===== config.mk =====
export PLATFORM = sky130hd
export DESIGN_NAME = urs_receiver
export DESIGN_NICKNAME = d
export VERILOG_FILES = /design/src/verilog/urs_pkg.sv /design/src/verilog/urs_bit_timer.sv /design/src/verilog/urs_frame_check.sv /design/src/verilog/urs_receiver.sv
export SDC_FILE = /design/constraint.sdc
export NUM_CORES = 1
export LEC_CHECK = 0
export BUFFER_PORTS_ARGS = -buffer_cell sky130_fd_sc_hd__buf_2
export CAP_MARGIN = 40
export CORE_AREA = 10 10 92 74
export DETAILED_ROUTE_END_ITERATION = 10
export DIE_AREA = 0 0 102 84
export PLACE_DENSITY = 0.8
export SLEW_MARGIN = 20
export SYNTH_ARGS = -nofsm -noshare
export SYNTH_HDL_FRONTEND = slang
export SYNTH_SLANG_ARGS = --single-unit

===== constraint.sdc =====
create_clock -name core_clk -period 5.1 [get_ports core_clk]
set_input_delay 0.255 -clock core_clk [delete_from_list [all_inputs] [get_ports core_clk]]
set_output_delay 0.255 -clock core_clk [all_outputs]
set_load 0.05 [all_outputs]

===== src/verilog/urs_pkg.sv =====
// constants shared by the serial receiver with sleep (address filter) mode.
// assumes a 16x oversampling tick from an external rate generator.
// Functional notes
// - With handshake selected, pull ready output low once receive is enabled.
// - A detected start bit begins bit timing and returns ready output high.
// - Each bit sample shifts the input level into the shift register, rightward.
// - After a full frame, copy to buffer and set completion and interrupt.
// - A read of the receive buffer clears the completion flag.
// - A frame finishing with completion still set flags overrun, buffer overwritten.
// - Interrupt request set at stop bit; cleared by acceptance or software.
// - Error flags are evaluated only when a frame moves into the buffer.
// - Low byte read or receive enable at zero clears all error flags.
// - Missing configured stop bits raise the framing error flag.
// - With parity on, a ones count against the chosen sense flags parity error.
// - Error sum is the OR of overrun, framing and parity errors.
// - Setting the sleep select bit puts the receiver into sleep mode.
// - In sleep, frames with data MSB zero are dropped with no flag changes.
// - In sleep, frames with data MSB one are received normally.
// - Frame: low start, data LSB first, optional parity, one or two high stops.
// - Parity sense zero selects odd, one selects even, only when parity enabled.
`default_nettype none

package urs_pkg;

  // ----------------------------------------------------------------------
  // frame geometry
  // ----------------------------------------------------------------------
  localparam int unsigned SHIFT_W   = 13;    // start + 9 data + parity + 2 stops
  localparam int unsigned DATA_W    = 9;
  localparam logic [3:0]  FRAME_MAX = 4'hD;  // longest frame in bits
  localparam logic [3:0]  LEN_7BIT  = 4'h7;
  localparam logic [3:0]  LEN_8BIT  = 4'h8;
  localparam logic [3:0]  LEN_9BIT  = 4'h9;

  // data length select codes
  localparam logic [2:0]  MODE_7BIT = 3'h4;
  localparam logic [2:0]  MODE_8BIT = 3'h5;
  localparam logic [2:0]  MODE_9BIT = 3'h6;

  // ----------------------------------------------------------------------
  // bit timing: 16 rate ticks per bit, first sample at mid start bit
  // ----------------------------------------------------------------------
  localparam logic [3:0]  TICK_LAST = 4'hF;
  localparam logic [3:0]  TICK_HALF = 4'h8;

  typedef enum logic [1:0] {URS_IDLE, URS_RECV, URS_XFER} urs_state_type;

  // data length in bits; unknown codes fall back to eight bits
  function automatic logic [3:0] urs_data_len(input logic [2:0] mode);
    case (mode)
      MODE_7BIT: urs_data_len = LEN_7BIT;
      MODE_9BIT: urs_data_len = LEN_9BIT;
      default:   urs_data_len = LEN_8BIT;
    endcase
  endfunction : urs_data_len

endpackage : urs_pkg

`default_nettype wire


===== src/verilog/urs_bit_timer.sv =====
// bit timer: turns the 16x rate tick into one sample pulse per bit.
// assumes rateTick is a one-cycle pulse synchronous to core_clk.
`default_nettype none

module urs_bit_timer
  import urs_pkg::*;
(
  input  wire logic core_clk,
  input  wire logic sys_rst,
  input  wire logic restart,
  input  wire logic rateTick,
  output var  logic samplePulse
);

  logic [3:0] tickCnt_reg;
  logic [3:0] tickCnt_next;
  logic       wrap;

  // ----------------------------------------------------------------------
  // tick counter
  // ----------------------------------------------------------------------
  // restart loads half a bit so the first sample lands mid start bit
  assign wrap         = rateTick && (tickCnt_reg == TICK_LAST);
  assign tickCnt_next = restart ? TICK_HALF :
                        rateTick ? tickCnt_reg + 4'h1 : tickCnt_reg;

  always_ff @(posedge core_clk) begin
    if (sys_rst) begin
      tickCnt_reg <= TICK_HALF;
      samplePulse <= 1'b0;
    end else begin
      tickCnt_reg <= tickCnt_next;
      samplePulse <= wrap && !restart;
    end
  end

endmodule : urs_bit_timer

`default_nettype wire


===== src/verilog/urs_frame_check.sv =====
// frame check: aligns a shifted-in frame and extracts data, msb and errors.
// assumes the shift register was filled from the top, start bit first.
`default_nettype none

module urs_frame_check
  import urs_pkg::*;
(
  input  wire logic [SHIFT_W-1:0] frameBits,
  input  wire logic [3:0]         frameLen,
  input  wire logic [3:0]         dataLen,
  input  wire logic               parityEnable,
  input  wire logic               paritySense,
  input  wire logic               twoStopBits,
  output logic      [DATA_W-1:0]  dataOut,
  output logic                    dataMsb,
  output logic                    framingBad,
  output logic                    parityBad
);

  logic [SHIFT_W-1:0] aligned;
  logic [DATA_W-1:0]  dataMask;
  logic [3:0]         parIdx;
  logic [3:0]         stop1Idx;
  logic [3:0]         stop2Idx;
  logic [3:0]         msbIdx;
  logic               onesOdd;

  // ----------------------------------------------------------------------
  // alignment: a short frame sits at the top, so slide it down to bit 0
  // ----------------------------------------------------------------------
  assign aligned  = frameBits >> (FRAME_MAX - frameLen);
  assign dataMask = DATA_W'((10'h001 << dataLen) - 10'h001);
  assign dataOut  = aligned[DATA_W:1] & dataMask;
  assign msbIdx   = dataLen - 4'h1;
  assign dataMsb  = dataOut[msbIdx];
  assign parIdx   = dataLen + 4'h1;
  assign stop1Idx = dataLen + 4'h1 + {3'h0, parityEnable};
  assign stop2Idx = stop1Idx + 4'h1;

  // ----------------------------------------------------------------------
  // error terms
  // ----------------------------------------------------------------------
  // stop bits must be high; second one only checked when configured
  assign framingBad = !aligned[stop1Idx] || (twoStopBits && !aligned[stop2Idx]);
  // odd sense (0) fails on an even total, even sense (1) on an odd total
  assign onesOdd   = (^dataOut) ^ aligned[parIdx];
  assign parityBad = parityEnable && (onesOdd == paritySense);

endmodule : urs_frame_check

`default_nettype wire


===== src/verilog/urs_receiver.sv =====
// serial receiver top: start detection, bit shifting, buffer transfer,
// completion, interrupt request, error flags and sleep address filter.
// assumes all control levels and read strobes are synchronous to core_clk,
// and rateTick comes from an external rate generator at 16x the bit rate.
`default_nettype none

module urs_receiver
  import urs_pkg::*;
(
  input  wire logic              core_clk,
  input  wire logic              sys_rst,
  // serial side
  input  wire logic              serialIn,
  input  wire logic              rateTick,
  output var  logic              readyToRecv_n,
  // configuration levels
  input  wire logic [2:0]        modeSel,
  input  wire logic              twoStopBits,
  input  wire logic              paritySense,
  input  wire logic              parityEnable,
  input  wire logic              sleepEnable,
  input  wire logic              readySelect,
  input  wire logic              rxEnable,
  // cpu side strobes
  input  wire logic              bufReadLow,
  input  wire logic              bufReadHigh,
  input  wire logic              intAccept,
  input  wire logic              intClear,
  // status and data
  output var  logic [DATA_W-1:0] rxBuffer_reg,
  output var  logic              rxDone_reg,
  output var  logic              rxIntReq_reg,
  output var  logic              overrunErr_reg,
  output var  logic              framingErr_reg,
  output var  logic              parityErr_reg,
  output var  logic              errorSum_reg,
  output logic                   rxBusy
);

  // ----------------------------------------------------------------------
  // declarations
  // ----------------------------------------------------------------------
  urs_state_type       state_reg;
  urs_state_type       state_next;
  logic [SHIFT_W-1:0]  shift_reg;
  logic [SHIFT_W-1:0]  shift_next;
  logic [3:0]          bitCnt_reg;
  logic [3:0]          bitCnt_next;
  logic [DATA_W-1:0]   rxBuffer_next;
  logic                rxDone_next;
  logic                rxIntReq_next;
  logic                overrunErr_next;
  logic                framingErr_next;
  logic                parityErr_next;
  logic                errorSum_next;
  logic                readyToRecv_next;

  logic [3:0]          dataLen;
  logic [3:0]          frameLen;
  logic                startSeen;
  logic                samplePulse;
  logic                falseStart;
  logic                lastBit;
  logic                frameEnd;
  logic                acceptFrame;
  logic                anyRead;
  logic                errClear;
  logic                overrunNow;
  logic [DATA_W-1:0]   frameData;
  logic                frameMsb;
  logic                framingBad;
  logic                parityBad;

  // ----------------------------------------------------------------------
  // frame length decode
  // ----------------------------------------------------------------------
  // start + data + optional parity + one or two stops
  assign dataLen  = urs_data_len(modeSel);
  assign frameLen = 4'h2 + dataLen + {3'h0, parityEnable} + {3'h0, twoStopBits};

  // ----------------------------------------------------------------------
  // bit timing
  // ----------------------------------------------------------------------
  // the timer is restarted whenever a low line is seen while idle and enabled
  urs_bit_timer u_timer (
    .core_clk    (core_clk),
    .sys_rst     (sys_rst),
    .restart     (startSeen),
    .rateTick    (rateTick),
    .samplePulse (samplePulse)
  );

  // ----------------------------------------------------------------------
  // frame checking
  // ----------------------------------------------------------------------
  urs_frame_check u_check (
    .frameBits    (shift_reg),
    .frameLen     (frameLen),
    .dataLen      (dataLen),
    .parityEnable (parityEnable),
    .paritySense  (paritySense),
    .twoStopBits  (twoStopBits),
    .dataOut      (frameData),
    .dataMsb      (frameMsb),
    .framingBad   (framingBad),
    .parityBad    (parityBad)
  );

  // ----------------------------------------------------------------------
  // sequencing conditions
  // ----------------------------------------------------------------------
  // a low line while idle and enabled is taken as a start bit
  assign startSeen  = (state_reg == URS_IDLE) && rxEnable && !serialIn;
  // a start bit that reads high at mid bit was only a glitch
  assign falseStart = (state_reg == URS_RECV) && samplePulse &&
                      (bitCnt_reg == 4'h0) && serialIn;
  assign lastBit    = (bitCnt_reg == frameLen - 4'h1);
  assign frameEnd   = (state_reg == URS_XFER);
  // sleep drops frames whose data msb is zero
  assign acceptFrame = frameEnd && (!sleepEnable || frameMsb);
  assign rxBusy     = (state_reg != URS_IDLE);

  // ----------------------------------------------------------------------
  // state machine
  // ----------------------------------------------------------------------
  always_comb begin
    state_next = state_reg;
    case (state_reg)
      URS_IDLE: begin
        if (startSeen) begin
          state_next = URS_RECV;
        end
      end
      URS_RECV: begin
        if (falseStart) begin
          state_next = URS_IDLE;
        end else if (samplePulse && lastBit) begin
          state_next = URS_XFER;
        end
      end
      URS_XFER: begin
        state_next = URS_IDLE;
      end
      default: begin
        state_next = URS_IDLE;
      end
    endcase
  end

  // ----------------------------------------------------------------------
  // shift register and bit counter
  // ----------------------------------------------------------------------
  // each sample enters at the top and moves right, start bit through stop bit
  assign shift_next  = startSeen ? '0 :
                       (state_reg == URS_RECV && samplePulse) ?
                       {serialIn, shift_reg[SHIFT_W-1:1]} : shift_reg;
  assign bitCnt_next = startSeen ? 4'h0 :
                       (state_reg == URS_RECV && samplePulse) ?
                       bitCnt_reg + 4'h1 : bitCnt_reg;

  always_ff @(posedge core_clk) begin
    if (sys_rst) begin
      state_reg  <= URS_IDLE;
      shift_reg  <= '0;
      bitCnt_reg <= 4'h0;
    end else begin
      state_reg  <= state_next;
      shift_reg  <= shift_next;
      bitCnt_reg <= bitCnt_next;
    end
  end

  // ----------------------------------------------------------------------
  // buffer, completion and interrupt request
  // ----------------------------------------------------------------------
  // either byte read counts as a buffer read for the completion flag
  assign anyRead       = bufReadLow || bufReadHigh;
  assign rxBuffer_next = acceptFrame ? frameData : rxBuffer_reg;
  // a new frame wins over a read in the same cycle
  assign rxDone_next   = acceptFrame || (rxDone_reg && !anyRead);
  // interrupt raised with the stop bit; acceptance or software clears it
  assign rxIntReq_next = acceptFrame ||
                         (rxIntReq_reg && !intAccept && !intClear);

  // ----------------------------------------------------------------------
  // error flags
  // ----------------------------------------------------------------------
  // errors are only judged on transfer; a clear in that cycle loses
  assign errClear        = bufReadLow || !rxEnable;
  // a read in the same cycle already took the old word, so no overrun
  assign overrunNow      = rxDone_reg && !anyRead;
  assign overrunErr_next = acceptFrame ? overrunNow :
                           errClear ? 1'b0 : overrunErr_reg;
  assign framingErr_next = acceptFrame ? framingBad :
                           errClear ? 1'b0 : framingErr_reg;
  assign parityErr_next  = acceptFrame ? parityBad :
                           errClear ? 1'b0 : parityErr_reg;
  assign errorSum_next   = overrunErr_next || framingErr_next ||
                           parityErr_next;

  // ----------------------------------------------------------------------
  // ready-to-receive handshake
  // ----------------------------------------------------------------------
  // low only while enabled and waiting for a frame; the pin stays high
  // when the handshake function is not selected
  assign readyToRecv_next = !(readySelect && rxEnable &&
                              (state_next == URS_IDLE));

  // ----------------------------------------------------------------------
  // status registers
  // ----------------------------------------------------------------------
  always_ff @(posedge core_clk) begin
    if (sys_rst) begin
      rxBuffer_reg   <= '0;
      rxDone_reg     <= 1'b0;
      rxIntReq_reg   <= 1'b0;
      overrunErr_reg <= 1'b0;
      framingErr_reg <= 1'b0;
      parityErr_reg  <= 1'b0;
      errorSum_reg   <= 1'b0;
      readyToRecv_n  <= 1'b1;
    end else begin
      rxBuffer_reg   <= rxBuffer_next;
      rxDone_reg     <= rxDone_next;
      rxIntReq_reg   <= rxIntReq_next;
      overrunErr_reg <= overrunErr_next;
      framingErr_reg <= framingErr_next;
      parityErr_reg  <= parityErr_next;
      errorSum_reg   <= errorSum_next;
      readyToRecv_n  <= readyToRecv_next;
    end
  end

endmodule : urs_receiver

`default_nettype wire


==> flow_metrics.py <==
metrics = {
    "clocking": {
        "clk_latency_ns": 0.30,
        "cts_setup_buffers": 0,
        "clk_pin_slew_ns": 0.08,
        "cts_root_buf": "clkbuf_8",
        "htree_levels": 2,
        "cts_made_buffers": 5,
        "cts_tree": "built",
        "cts_sinks": 39,
        "cts_resized": 0,
        "cts_hold_buf": 0,
        "cts_buffer_depth": 2,
    },
    "cells_and_area": {
        "diodes": 0,
        "fin_util": 0.538,
        "fill_cells": 478,
        "final_design_area_no_fill_mm2": 0.00276,
        "nNetsFinal": 335,
        "final-instance-count-excl-fill": 371,
        "largest_reg_flops": 12,
        "areaGrowthSynthToFinish_pct": 12.2,
        "drive_above_1_share": 0.194,
    },
    "global_route": {
        "grt_busiest_layer": "met2",
        "grt_pass1_wl_um": 9230,
        "met2_usage": 0.193,
        "global_route.usage.met3": 0.0356,
        "overflow": 0,
        "grt_max_degree": 22,
        "met1_usage": 0.171,
        "grt_pass1_vias": 1967,
        "antenna_found_initial": 0,
        "groute.usage.overall": 0.130,
    },
    "setup_path": {
        "path_cells": "buf_2, nor2b_1, inv_1, nor2_1, inv_1, ha_1, mux4_2, a32oi_2, a221oi_1, o21ai_1, nor3_1, or3b_1, nand4_1",
        "crit_required_ns": 5.34,
        "rrSetupSlack_ns": 2.48,
        "r2r_start": "shift_reg[11]",
        "path_max_fanout": 21,
        "worst_path_most_repeated_cell": "inv_1",
        "worstRegToRegCells": 7,
        "cp-end-kind": "register",
        "critPathLaunchType": "input pin",
        "crit_end": "errorSum_reg",
        "crit_path_start": "modeSel[2]",
        "crit_type": "in -> reg",
        "reg2reg_to": "errorSum_reg",
        "cp_slowest_cell": "ha_1",
        "worst_path_largest_cell_delay_ns": 0.82,
        "cp.arrival_ns": 4.22,
    },
    "die": {
        "die_y_um": 84,
        "core-area_mm2": 0.00512,
        "rows": 23,
        "initial_core_util": 0.480,
        "dieArea_mm2": 0.00857,
        "die_w_um": 102,
        "num_io_pins": 34,
    },
    "placement": {
        "dpl-instance-area_mm2": 0.00264,
        "hpwl_um": 4110,
        "dp_cells": 363,
        "portBuffers": 33,
        "gp_congestion": 0.921,
        "pre_cts_ws_ns": 0.893,
    },
    "route": {
        "drc": 0,
        "ant_nets": 0,
        "wire_per_inst_um": 14.6,
        "routed_wl_um": 5410,
        "vias": 2093,
        "via_per_inst": 5.64,
        "dr.pass1.iters": 4,
        "drt_iter0_drc": 104,
    },
    "pwr": {
        "peakVddDrop_mv": 0.0949,
        "p_per_area_mw_per_mm2": 245,
        "leakage_nw": 1.09,
        "power.total_mw": 0.676,
    },
    "timing": {
        "finalCriticalPeriod_ns": 3.98,
        "finalHoldViolCount": 0,
        "fin_crit_sh": 0.780,
        "fin_ws_ns": 1.12,
        "maxSlewViolCount": 0,
        "clock_skew_ns": 0.0101,
        "worst_pin_slew_ns": 0.806,
        "fmax_mhz": 251,
        "holdWs_ns": 0.146,
        "slew_headroom": 0.463,
        "finalSetupTns_ns": 0,
        "setup-violations-final": 0,
        "rsz0062_at_grt": "false",
    },
    "run": {
        "maxCapViolCount": 0,
    },
    "yosys": {
        "synth_area_mm2": 0.00246,
        "synth_edf_count": 0,
        "synth-async-reset-ratio": 0,
        "synth_top_area_cell": "dfxtp_1",
        "synth_top_area_frac": 0.318,
        "synth_seq_cells": 39,
        "syn_avg_cell_area_um2": 8.78,
        "yosysSeqAreaShare": 0.318,
        "ys_types": 55,
        "synth_area_leaders": "dfxtp_1 (32%), mux4_2 (6.4%), nand2_1 (6.0%)",
        "synthFlopType": "dfxtp_1",
        "postSynthCellCount": 280,
        "yosysWarnings": 0,
    },
    "worst_hold_path": {
        "hold-path-cell-count": 2,
        "worstHoldPathType": "in -> reg",
    },
    "status": {
        "status": "complete, no violations",
    },
}
[cell type report]
class | count | area [um^2] | share of cell area
multi-input cells | 216 | 1560 | 0.567
well taps | 62 | 77.6 | 0.0281
clock buffers | 6 | 82.6 | 0.0299
repair buffers | 33 | 165 | 0.0599
clock inverters | 2 | 38.8 | 0.0141
flip-flops and latches | 39 | 781 | 0.283
inverters | 13 | 48.8 | 0.0177
[synthesized netlist by cell type (2+ instances only)]
master    instances
a211oi_1          4
a21boi_0          2
a21oi_1          25
a22oi_1           2
and2_1            4
buf_1             2
buf_2             4
buf_4             2
clkbuf_1          4
dfxtp_1          39
ha_1              9
inv_1            12
mux2_2            5
mux2i_1          13
mux4_2            7
nand2_1          39
nand3_1           5
nand4_1           6
nand4b_1          2
nor2_1           27
nor2b_1           6
nor3_1            2
nor3b_1           2
o21a_1            2
o21ai_0           4
o31a_1            2
o31ai_1           2
or2_2             2
or3_1             2
xnor2_1          11
xor2_1            8
[cells in the final DEF, fill, tap and decap left out, types with 2 or more instances in the layout]
| cell type | netlist | layout |
|---|---|---|
| nand2_1 | 39 | 39 |
| ha_1 | 9 | 9 |
| mux2i_1 | 13 | 13 |
| nor2_1 | 27 | 27 |
| o31ai_1 | 2 | 2 |
| nor3b_1 | 2 | 2 |
| dfxtp_1 | 39 | 39 |
| nor3_1 | 2 | 2 |
| nand4_1 | 6 | 6 |
| a211oi_1 | 4 | 4 |
| xnor2_1 | 11 | 11 |
| inv_1 | 12 | 12 |
| nand3_1 | 5 | 5 |
| mux2_2 | 5 | 5 |
| a22oi_1 | 2 | 2 |
| nor2b_1 | 6 | 6 |
| clkbuf_8 | 0 | 6 |
| buf_2 | 4 | 33 |
| o21ai_0 | 4 | 4 |
| o21a_1 | 2 | 2 |
| a21boi_0 | 2 | 2 |
| xor2_1 | 8 | 8 |
| o31a_1 | 2 | 2 |
| a21oi_1 | 25 | 25 |
| or2_2 | 2 | 2 |
| and2_1 | 4 | 4 |
| mux4_2 | 7 | 7 |
| nand4b_1 | 2 | 2 |
| or3_1 | 2 | 2 |
| conb_1 | 1 | 2 |
[layer usage]
metal,vias up,share of wire
li1,1043,-
met4,0,0.019
met5,-,0
met2,71,0.43
met3,10,0.076
met1,969,0.47
[worst min-delay path by stage]
stage | from | end | slack (ns)
after floorplan | rxEnable | readyToRecv_n | 0.33
after global placement | rxBuffer_reg[7] | rxBuffer_reg[7] | 0.44
after detailed placement | rxBuffer_reg[7] | rxBuffer_reg[7] | 0.45
after CTS | readySelect | readyToRecv_n | 0.15
after global routing | readySelect | readyToRecv_n | 0.15
final | readySelect | readyToRecv_n | 0.15
[where the power goes]
part	switching (mW)	total (mW)	leakage, nW	internal (mW)
Clock	0.115	0.275	0.0618	0.161
Combinational	0.0540	0.0925	0.715	0.0385
Sequential	0.00143	0.308	0.315	0.306
[critical path: cells and delay by family]
family | cells | cell delay [ns]
and+or+nand+nor | 5 | 1.38
adders and majority gates | 1 | 0.82
buffers and inverters | 3 | 0.37
AOI/OAI and AO/OA | 3 | 1.00
muxes | 1 | 0.37
[kinds of logic (layout without fill, tap and decap cells)]
kind of cell	after synthesis	in the layout	synth area share
xor+xnor	20	20	0.0768
compound gates	52	52	0.139
other cells	1	2	0.00153
flops	39	39	0.318
simple gates	106	106	0.213
mux	26	26	0.151
fa+ha+maj	10	10	0.0539
buf+inv	26	54	0.0478
No activity file was read; power rests on OpenSTA's default activity.
